`config.mk`:
```
export PLATFORM = sky130hd
export DESIGN_NAME = spf_top
export DESIGN_NICKNAME = d
export VERILOG_FILES = /design/src/design/spf_pkg.sv /design/src/design/spf_baud_if.sv /design/src/design/spf_baud.sv /design/src/design/spf_top.sv
export VERILOG_INCLUDE_DIRS = /design/src /design/src/design
export SDC_FILE = /design/constraint.sdc
export NUM_CORES = 1
export LEC_CHECK = 0
export BUFFER_PORTS_ARGS = -buffer_cell sky130_fd_sc_hd__clkbuf_2
export CORE_ASPECT_RATIO = 0.75
export CORE_MARGIN = 8
export CORE_UTILIZATION = 47
export DETAILED_ROUTE_END_ITERATION = 7
export GPL_TIMING_DRIVEN = 0
export PLACE_DENSITY = 0.78
export SYNTH_ARGS = -nofsm -noshare
export SYNTH_HDL_FRONTEND = slang
export SYNTH_SLANG_ARGS = --single-unit
```
`constraint.sdc`:
```
create_clock -name mclk -period 4 [get_ports mclk]
set_clock_uncertainty 0.05 [all_clocks]
set_input_delay 0 -clock mclk [delete_from_list [all_inputs] [get_ports mclk]]
set_output_delay 0 -clock mclk [all_outputs]
set_load 0.02 [all_outputs]
```
`src/design/spf_map.svh`:
```
// Offsets, field positions, reset values and divisors of the SPI flag block
// Assumes inclusion by bare name from the block's design files
`ifndef SPF_MAP_SVH
`define SPF_MAP_SVH

// Register indexes; byte address is four times the index
`define SPF_IDX_CTRL 8'h10
`define SPF_IDX_STAT 8'h11
`define SPF_IDX_DATA 8'h12

// Control register fields
`define SPF_C_RXIE 7
`define SPF_C_MSTR 5
`define SPF_C_CPOL 4
`define SPF_C_CPHA 3
`define SPF_C_WOM 2
`define SPF_C_SPE 1
`define SPF_C_TXIE 0
`define SPF_CTRL_RST 8'h28
`define SPF_CTRL_MASK 8'hBF

// Status and control register fields
`define SPF_S_RXF 7
`define SPF_S_ERROR_IRQ_ENABLE 6
`define SPF_S_OVR 5
`define SPF_S_MODE_FAULT_FLAG 4
`define SPF_S_TXE 3
`define SPF_S_FAULT_DETECT_ENABLE 2
`define SPF_S_RATE_HI 1
`define SPF_S_RATE_LO 0

// Baud rate divisors per rate code
`define SPF_BD_00 8'h02
`define SPF_BD_01 8'h08
`define SPF_BD_10 8'h20
`define SPF_BD_11 8'h80

`endif

```
`src/design/spf_pkg.sv`:
```
// Types shared by the SPI flag block
// Assumes the map header is compiled alongside
package spf_pkg;

  typedef enum logic [1:0] {
    SEL_NONE,
    SEL_CTRL,
    SEL_STAT,
    SEL_DATA
  } spf_sel_t;

  typedef enum logic {
    AP_IDLE,
    AP_ANS
  } spf_apb_st_t;

endpackage

```
`src/design/spf_baud_if.sv`:
```
// Link between the flag block and its baud divider
// Assumes both ends run on the same clock
`timescale 1ns/1ps
interface spf_baud_if;
  logic run;
  logic [1:0] rate_sel;
  logic tick;
  modport ctl (output run, output rate_sel, input tick);
  modport gen (input run, input rate_sel, output tick);
endinterface

```
`src/design/spf_baud.sv`:
```
// Master baud divider: one tick per serial clock half period
// Assumes mclk is the bus clock and nrst its asynchronous reset
`timescale 1ns/1ps
`include "spf_map.svh"
module spf_baud (
  input wire logic mclk,
  input wire logic nrst,
  spf_baud_if.gen bif
);

  logic [6:0] cnt_q;
  logic tick_q;
  logic [6:0] half;

  function automatic logic [7:0] div_of(input logic [1:0] code);
    unique case (code)
      2'b00: div_of = `SPF_BD_00;
      2'b01: div_of = `SPF_BD_01;
      2'b10: div_of = `SPF_BD_10;
      2'b11: div_of = `SPF_BD_11;
    endcase
  endfunction

  ////////////////////////////////////////////////////////////////////////////
  // Divisor selection
  assign half = 7'(div_of(bif.rate_sel) >> 1) - 7'h01;

  always_ff @(posedge mclk or negedge nrst) begin
    if (!nrst) begin
      cnt_q <= 7'h00;
      tick_q <= 1'b0;
    // Idle when slave
    end else if (!bif.run) begin
      cnt_q <= 7'h00;
      tick_q <= 1'b0;
    end else if (cnt_q >= half) begin
      cnt_q <= 7'h00;
      tick_q <= 1'b1;
    end else begin
      cnt_q <= cnt_q + 7'h01;
      tick_q <= 1'b0;
    end
  end

  assign bif.tick = tick_q;
endmodule

```
`src/design/spf_top.sv`:
```
// SPI status flags, control registers, data port and baud selection
// Assumes an APB master on mclk and a shifter giving one-cycle pulses
//
// What this block does
// Set receive full whenever a received byte lands in receive register.
// Request interrupt while receive full and its enable are both set.
// Clear receive full by status read with flag set, then data read.
// Error enable gates overrun and mode fault interrupts; reset clears it.
// Set overrun when a new byte arrives before old byte was read.
// On overrun keep the old received byte, drop the new one.
// Clear overrun by status read with flag set, then data read.
// Slave with fault detect: select rising mid-transfer sets mode fault.
// Master with fault detect: select falling at any time sets mode fault.
// Clear mode fault by status read with flag set, then control write.
// Set transmit empty on hand-over to shifter; interrupt with its enable.
// Writing transmit data clears transmit empty; reset sets it.
// Software writes data only while transmit empty reads high.
// Mode fault sets only with fault detect on; disabling keeps it.
// Select pin taken from port when fault detect on or slave.
// Slave with fault detect off only suppresses mode fault setting.
// Master serial clock is bus clock over 2, 8, 32 or 128.
// Rate code ignored as slave; reset clears it.
// Data writes go to transmit, reads from receive; neither reset.
// Software avoids read-modify-write on the data register.
// Slave only when master bit clear and select low; else no drive.
// Data write during protected debug break has no effect at all.
// One interrupt output is the OR of all enabled flag terms.
// Second clear step works only after a status read with flag set.
`timescale 1ns/1ps
`include "spf_map.svh"
module spf_top #(
  parameter int ADDR_W = 12
) (
  input wire logic mclk,
  input wire logic nrst,
  input wire logic psel,
  input wire logic penable,
  input wire logic pwrite,
  input wire logic [ADDR_W-1:0] paddr,
  input wire logic [31:0] pwdata,
  output logic [31:0] prdata,
  output logic pready,
  output logic pslverr,
  input wire logic rx_done,
  input wire logic [7:0] rx_byte,
  input wire logic tx_load,
  output logic [7:0] tx_data,
  output logic tx_pending,
  input wire logic slave_select_n,
  input wire logic xfer_active,
  input wire logic break_active,
  input wire logic break_clear_enable,
  output logic irq,
  output logic ss_owned,
  output logic miso_oe,
  output logic baud_tick,
  output logic spi_enable,
  output logic master_mode,
  output logic clk_polarity,
  output logic clk_phase,
  output logic wired_or
);

  spf_baud_if bif ();

  spf_pkg::spf_apb_st_t st_q;
  logic [31:0] prdata_q;
  logic pready_q;
  logic pslverr_q;
  logic [7:0] ctrl_q;
  logic error_irq_enable_q;
  logic fault_detect_enable_q;
  logic [1:0] rate_q;
  logic rx_full_q;
  logic ovr_q;
  logic mode_fault_flag_q;
  logic tx_empty_q;
  logic [7:0] rx_hold_q;
  logic [7:0] tx_hold_q;
  logic arm_rx_q;
  logic arm_ovr_q;
  logic arm_mode_fault_flag_q;
  logic ssn_prev_q;
  logic irq_q;
  logic ss_owned_q;
  logic miso_oe_q;
  logic baud_tick_q;
  logic fire;
  logic brk_block;
  logic rd_stat;
  logic rd_data;
  logic wr_ctrl;
  logic wr_stat;
  logic wr_data;
  logic rx_clr;
  logic ovr_clr;
  logic mode_fault_flag_clr;
  logic rx_accept;
  logic mode_fault_flag_set;
  logic [7:0] stat_val;

  function automatic spf_pkg::spf_sel_t decode(input logic [ADDR_W-1:0] a);
    if (a[1:0] != 2'b00)
      decode = spf_pkg::SEL_NONE;
    else if (a[ADDR_W-1:2] == (ADDR_W-2)'(`SPF_IDX_CTRL))
      decode = spf_pkg::SEL_CTRL;
    else if (a[ADDR_W-1:2] == (ADDR_W-2)'(`SPF_IDX_STAT))
      decode = spf_pkg::SEL_STAT;
    else if (a[ADDR_W-1:2] == (ADDR_W-2)'(`SPF_IDX_DATA))
      decode = spf_pkg::SEL_DATA;
    else
      decode = spf_pkg::SEL_NONE;
  endfunction

  ////////////////////////////////////////////////////////////////////////////
  // APB slave: one wait state, access completes on the second edge
  assign fire = (st_q == spf_pkg::AP_ANS) && psel && penable;
  assign rd_stat = fire && !pwrite && decode(paddr) == spf_pkg::SEL_STAT;
  assign rd_data = fire && !pwrite && decode(paddr) == spf_pkg::SEL_DATA;
  assign wr_ctrl = fire && pwrite && decode(paddr) == spf_pkg::SEL_CTRL;
  assign wr_stat = fire && pwrite && decode(paddr) == spf_pkg::SEL_STAT;
  assign wr_data = fire && pwrite && decode(paddr) == spf_pkg::SEL_DATA;

  assign stat_val = {rx_full_q, error_irq_enable_q, ovr_q, mode_fault_flag_q, tx_empty_q,
                     fault_detect_enable_q, rate_q};

  always_ff @(posedge mclk or negedge nrst) begin
    if (!nrst) begin
      st_q <= spf_pkg::AP_IDLE;
      pready_q <= 1'b0;
      pslverr_q <= 1'b0;
      prdata_q <= 32'h0000_0000;
    end else begin
      unique case (st_q)
        spf_pkg::AP_IDLE: begin
          if (psel && penable) begin
            st_q <= spf_pkg::AP_ANS;
            pready_q <= 1'b1;
            pslverr_q <= decode(paddr) == spf_pkg::SEL_NONE;
            unique case (decode(paddr))
              spf_pkg::SEL_CTRL: prdata_q <= {24'h00_0000, ctrl_q};
              spf_pkg::SEL_STAT: prdata_q <= {24'h00_0000, stat_val};
              // Reads from receive side
              spf_pkg::SEL_DATA: prdata_q <= {24'h00_0000, rx_hold_q};
              spf_pkg::SEL_NONE: prdata_q <= 32'h0000_0000;
            endcase
          end
        end
        spf_pkg::AP_ANS: begin
          st_q <= spf_pkg::AP_IDLE;
          pready_q <= 1'b0;
          pslverr_q <= 1'b0;
        end
      endcase
    end
  end

  ////////////////////////////////////////////////////////////////////////////
  // Control and configuration registers
  always_ff @(posedge mclk or negedge nrst) begin
    if (!nrst) begin
      ctrl_q <= `SPF_CTRL_RST;
    end else if (wr_ctrl) begin
      ctrl_q <= pwdata[7:0] & `SPF_CTRL_MASK;
    end
  end

  always_ff @(posedge mclk or negedge nrst) begin
    if (!nrst) begin
      error_irq_enable_q <= 1'b0;
      fault_detect_enable_q <= 1'b0;
      rate_q <= 2'b00;
    end else if (wr_stat) begin
      error_irq_enable_q <= pwdata[`SPF_S_ERROR_IRQ_ENABLE];
      fault_detect_enable_q <= pwdata[`SPF_S_FAULT_DETECT_ENABLE];
      rate_q <= {pwdata[`SPF_S_RATE_HI], pwdata[`SPF_S_RATE_LO]};
    end
  end

  ////////////////////////////////////////////////////////////////////////////
  // Two-step clear arming and clear strobes
  assign brk_block = break_active && !break_clear_enable;

  // Arm on status read
  always_ff @(posedge mclk or negedge nrst) begin
    if (!nrst) begin
      arm_rx_q <= 1'b0;
      arm_ovr_q <= 1'b0;
      arm_mode_fault_flag_q <= 1'b0;
    end else begin
      if (rd_stat && rx_full_q)
        arm_rx_q <= 1'b1;
      else if (rx_clr)
        arm_rx_q <= 1'b0;
      if (rd_stat && ovr_q)
        arm_ovr_q <= 1'b1;
      else if (ovr_clr)
        arm_ovr_q <= 1'b0;
      if (rd_stat && mode_fault_flag_q)
        arm_mode_fault_flag_q <= 1'b1;
      else if (mode_fault_flag_clr)
        arm_mode_fault_flag_q <= 1'b0;
    end
  end

  // Receive full clear step
  assign rx_clr = rd_data && arm_rx_q && !brk_block;
  // Overrun clear step
  assign ovr_clr = rd_data && arm_ovr_q && !brk_block;
  // Mode fault clear step
  assign mode_fault_flag_clr = wr_ctrl && arm_mode_fault_flag_q && !brk_block;

  ////////////////////////////////////////////////////////////////////////////
  // Receive side
  // Drop byte on overrun
  assign rx_accept = rx_done && (!rx_full_q || rx_clr);

  // Receive holding register
  always_ff @(posedge mclk) begin
    if (rx_accept)
      rx_hold_q <= rx_byte;
  end

  always_ff @(posedge mclk or negedge nrst) begin
    if (!nrst) begin
      rx_full_q <= 1'b0;
    // Set wins over clear
    end else if (rx_done) begin
      rx_full_q <= 1'b1;
    end else if (rx_clr) begin
      rx_full_q <= 1'b0;
    end
  end

  always_ff @(posedge mclk or negedge nrst) begin
    if (!nrst) begin
      ovr_q <= 1'b0;
    // Overrun set
    end else if (rx_done && !rx_accept) begin
      ovr_q <= 1'b1;
    end else if (ovr_clr) begin
      ovr_q <= 1'b0;
    end
  end

  ////////////////////////////////////////////////////////////////////////////
  // Mode fault detection
  always_ff @(posedge mclk or negedge nrst) begin
    if (!nrst)
      ssn_prev_q <= 1'b1;
    else
      ssn_prev_q <= slave_select_n;
  end

  // Slave deselect mid-transfer
  // Master select falling
  // Gated by fault detect
  // Only the flag is gated
  assign mode_fault_flag_set = ctrl_q[`SPF_C_SPE] && fault_detect_enable_q && (
    (!ctrl_q[`SPF_C_MSTR] && !ssn_prev_q && slave_select_n && xfer_active) ||
    (ctrl_q[`SPF_C_MSTR] && ssn_prev_q && !slave_select_n));

  always_ff @(posedge mclk or negedge nrst) begin
    if (!nrst) begin
      mode_fault_flag_q <= 1'b0;
    end else if (mode_fault_flag_set) begin
      mode_fault_flag_q <= 1'b1;
    end else if (mode_fault_flag_clr) begin
      mode_fault_flag_q <= 1'b0;
    end
  end

  ////////////////////////////////////////////////////////////////////////////
  // Transmit side
  // Protected break blocks write
  // Transmit holding register
  always_ff @(posedge mclk) begin
    if (wr_data && !brk_block)
      tx_hold_q <= pwdata[7:0];
  end

  always_ff @(posedge mclk or negedge nrst) begin
    if (!nrst) begin
      tx_empty_q <= 1'b1;
    // Set on hand-over
    end else if (tx_load) begin
      tx_empty_q <= 1'b1;
    // Cleared by data write
    end else if (wr_data && !brk_block) begin
      tx_empty_q <= 1'b0;
    end
  end

  ////////////////////////////////////////////////////////////////////////////
  // Interrupt, pin ownership and baud
  // Receive term
  // Error terms gated
  // Transmit term
  // Single OR output
  always_ff @(posedge mclk or negedge nrst) begin
    if (!nrst)
      irq_q <= 1'b0;
    else
      irq_q <= (rx_full_q && ctrl_q[`SPF_C_RXIE]) ||
               (error_irq_enable_q && (ovr_q || mode_fault_flag_q)) ||
               (tx_empty_q && ctrl_q[`SPF_C_TXIE]);
  end

  always_ff @(posedge mclk or negedge nrst) begin
    if (!nrst) begin
      ss_owned_q <= 1'b0;
      miso_oe_q <= 1'b0;
    end else begin
      // Select pin ownership
      ss_owned_q <= ctrl_q[`SPF_C_SPE] &&
                    (!ctrl_q[`SPF_C_MSTR] || fault_detect_enable_q);
      // Slave output enable
      miso_oe_q <= ctrl_q[`SPF_C_SPE] && !ctrl_q[`SPF_C_MSTR] &&
                   !slave_select_n;
    end
  end

  // Rate used only as master
  assign bif.run = ctrl_q[`SPF_C_SPE] && ctrl_q[`SPF_C_MSTR];
  assign bif.rate_sel = rate_q;

  spf_baud u_baud (
    .mclk(mclk),
    .nrst(nrst),
    .bif(bif)
  );

  always_ff @(posedge mclk or negedge nrst) begin
    if (!nrst)
      baud_tick_q <= 1'b0;
    else
      baud_tick_q <= bif.tick;
  end

  assign prdata = prdata_q;
  assign pready = pready_q;
  assign pslverr = pslverr_q;
  assign tx_data = tx_hold_q;
  assign tx_pending = ~tx_empty_q;
  assign irq = irq_q;
  assign ss_owned = ss_owned_q;
  assign miso_oe = miso_oe_q;
  assign baud_tick = baud_tick_q;
  assign spi_enable = ctrl_q[`SPF_C_SPE];
  assign master_mode = ctrl_q[`SPF_C_MSTR];
  assign clk_polarity = ctrl_q[`SPF_C_CPOL];
  assign clk_phase = ctrl_q[`SPF_C_CPHA];
  assign wired_or = ctrl_q[`SPF_C_WOM];
endmodule

```
==> impl_results.md <==
* Number of port buffers at 66
* Synthesized cell area at 2785 sq um
* Maximum clock frequency at between 400 and 500 MHz
* Static leakage at between 1.5 and 2 nW
* First-pass GRT wire length at around 11 mm
* WL final at around 6.6 mm
* Xor/xnor share of the synthesized area at 1.572%
* Post-cts sizing count at 0
* DRT antenna net count at 0
* Asr flop ratio synth at 72.41%
* Peak per-stage delay on the critical path at between 500 and 600 ps
* Root Driver: clkbuf_8
* Slew HR at approximately 29%
* Status: finished, final reports clean
* Sum Neg Setup Slack at 0 ps
* RePlAce Congestion at roughly 0.8
* Largest net degree at the start of global routing at 43
* IO Count at between 100 and 150
* CP cell instances: or2_2, ha_1, ha_1, o2111ai_1, o2111ai_1, nor2_1
* WL per Instance at approximately 15 microns
* Critical Path Fanout Max at 7
* Final Non-Filler Cells at 447
* Clock buffer depth at 2
* Layout cell share with drive strength beyond 1 at a little over a third
* Worst Setup Path Type: flop to flop
* Required time worst endpoint at a little over 4000 ps
* Worst path slowest cell: o2111ai_1
* Register area share after synthesis at 55.17%
* Ant diodes at 0
* Synthesized flop and latch total at 58
* FP Rows at 24
* GRT overflow at 0
* Clock Pin Slew Worst Setup and Hold Paths at ~60 ps
* CP delay by family, top: compound AO/OA/AOI/OAI gates
* Initial Util at between 40 and 50%
* Mean Syn Cell Area at approximately 12 sq um
* Crit start category: flop
* Clock latency on the worst-skew pair at around 330 ps
* Die height at 82.67 microns
* Hold Vio Cnt, Final at 0
* Unrepaired setup endpoints after global routing: no
* DRC Markers at 0
* Final setup vio count at 0
* Placed cells at a little over 400
* Die area at a little under 9000 sq um
* Sink Count at between 50 and 60
* Total CTS buffers at 9
* Complex-gate fraction of the synthesized area at under 10%
* Hpwl dp at approximately 4.8 mm
* Min-delay worst type: input port to flop
* Slew @ Worst Pin at 1070 ps
* Crit share post-route at 58.01%
* CTS tree: done
* Post-Synthesis Cells at 240
* Mux cell area share after synthesis at 6.963%
* Synth Area in Adders at roughly 4%
* Core area at 5766 sq um
* Initial antenna violation count at 0
* Number of max-cap violations at 0
* Area grow syn2layout at 33.65%
* Post-Synth Simple-Gate Area at between 10 and 15%
* Element type at the critical path end: flop
* Post-synth EDFFs at 16
* Slew Viols, Final at 0
* DR iter-0 viols at 172
* Final Critical Period at between 2000 and 2500 ps
* All-Layer GR Usage at between 10% and 20%
* CP Buf/Inv Count at 0
* H-tree Lvls at 3
* Vias in the first global route at about 2200
* Worst path arrival time at ~2500 ps
* Via density at approximately 4.8
* Synth Flop Type: dfrtp_1
* Distinct cell type count after synthesis at 47
* DRT Pass-1 Iters at 4
* Yosys Warn Count at 0
* Chip Width at between 100 and 150 microns
* Worst IR Drop VDD at roughly 250 uV
* Total number of vias at ~2100
* Largest family of logic cells by synthesized area: simple AND/OR/NAND/NOR gates
* Nets at about 440
* Pwr Density at approximately 340 nW/um^2
-- per-layer routing --
| layer | global-route usage (%) | routed length, microns |
|---|---|---|
| met2 | 24.34 | 3049 |
| met4 | 5.106 | 42 |
| met3 | 7.674 | 682 |
| met5 | 0 | 0 |
| met1 | 19.64 | 2816 |
-- cells by family after synthesis --
| logic type | after synthesis |
|---|---|
| simple gates | 71 |
| flops | 58 |
| buf+inv | 40 |
| compound gates | 37 |
| mux | 18 |
| fa+ha+maj | 9 |
| xor+xnor | 5 |
| other cells | 2 |
-- through the flow --
step	utilization, %	setup slack, ps	total power, mW	cell area (sq um)	hold WS, ps
6_report	64.56	1679	1.256	3722	58.16
3_5_place_dp	57.31	1678	0.7340	3304	82.67
5_1_grt	64.56	1526	1.305	3722	68.62
3_3_place_gp	57.23	1530	0.7319	3299	80.17
4_1_cts	64.56	1670	1.268	3722	28.30
2_1_floorplan	-	1942	0.6920	2872	-345.6
-- power breakdown --
part / total, mW / switching, mW / internal [mW]
combinational: 0.127 / 0.0690 / 0.0581
clock: 0.513 / 0.213 / 0.300
sequential: 0.616 / 0.00243 / 0.614
total: 1.26 / 0.285 / 0.971
-- repair_timing --
| action | 4_1_cts | 5_1_grt |
|---|---|---|
| hold buffers | 23 | 0 |
| setup buffers | 0 | 0 |
| hold endpoints to repair | 72 | 0 |
-- placed cells by master (no fill, tap or decap), types with 2 or more instances in the layout --
cell type | netlist | routed
o31ai_1 | 8 | 8
nor3_1 | 3 | 3
clkbuf_1 | 3 | 5
nand4_1 | 2 | 2
dlygate4sd3_1 | 0 | 23
inv_1 | 10 | 10
dfrtp_1 | 38 | 38
xor2_1 | 2 | 2
nand3_1 | 6 | 6
clkbuf_8 | 0 | 10
clkinv_1 | 0 | 2
o21ai_0 | 5 | 5
nor2_1 | 21 | 21
buf_4 | 25 | 25
dfstp_2 | 4 | 4
or2_2 | 2 | 2
nor2b_1 | 2 | 2
conb_1 | 2 | 25
edfxtp_1 | 16 | 16
and2_1 | 2 | 2
buf_2 | 1 | 2
a22o_1 | 2 | 2
and3_1 | 2 | 2
clkbuf_2 | 0 | 66
xnor2_1 | 3 | 3
a211oi_1 | 2 | 2
mux2i_1 | 7 | 7
a21oi_1 | 10 | 10
mux2_2 | 11 | 11
nand2b_1 | 5 | 5
ha_1 | 9 | 9
o2111ai_1 | 2 | 2
nand2_1 | 17 | 17
-- flip-flops by register name (all words and copies together), names as in the netlist, 2 cells and up --
signal	flops
tx_data	8
bif.rate_sel	2
ctrl_q	7
rx_hold_q	8
prdata	8
u_baud.cnt_q	7
-- cells in the mapped netlist, drive strengths merged, types with 3 or more instances --
master  count  area, sq um
nand4       3        25.02
nand2b      5        31.28
inv        10        37.54
buf        27        203.9
edfxtp     16        480.5
dfrtp      38        950.9
o31ai       8        60.06
nor2       21        78.83
dfstp       4        105.1
o21ai       5        25.02
nand2      17        63.81
a21oi      10        50.05
clkbuf      3        11.26
mux2i       7        70.07
mux2       11        123.9
xnor2       3        26.28
ha          9        112.6
nor3        4        25.02
nand3       6        30.03
-- worst register-to-register path, delay by kind of cell (launching register included) --
family,cells,cell delay [ps]
AO/OA/AOI/OAI,2,650
flip-flops,1,440
adder cells (fa/ha/maj),2,580
AND/OR/NAND/NOR,2,460
-- path summary, 6_finish.rpt --
kind | startpoint | to | slack [ps] | cells past startpoint
max reg2reg | bif.rate_sel[1] | u_baud.cnt_q[4] | 1680 | 6
min | break_clear_enable | mode_fault_flag_q | 60 | 4
min reg2reg | u_baud.bif.tick | baud_tick | 300 | 0
max in group asynchronous | nrst | arm_rx_q | 2900 | 2
min in group asynchronous | nrst | pready | 350 | 2
max | bif.rate_sel[1] | u_baud.cnt_q[4] | 1680 | 6
-- final cells by class --
type	count	area (sq um)
Inverter	10	37.54
Timing Repair Buffer	90	565.5
Clock inverter	4	42.54
Clock buffer	12	145.1
Tap cell	78	97.59
Buffer	30	215.2
Multi-Input combinational cell	165	1082
Fill cell	452	2043
Sequential cell	58	1536
Note: power is estimated with default switching activity, not from simulation.
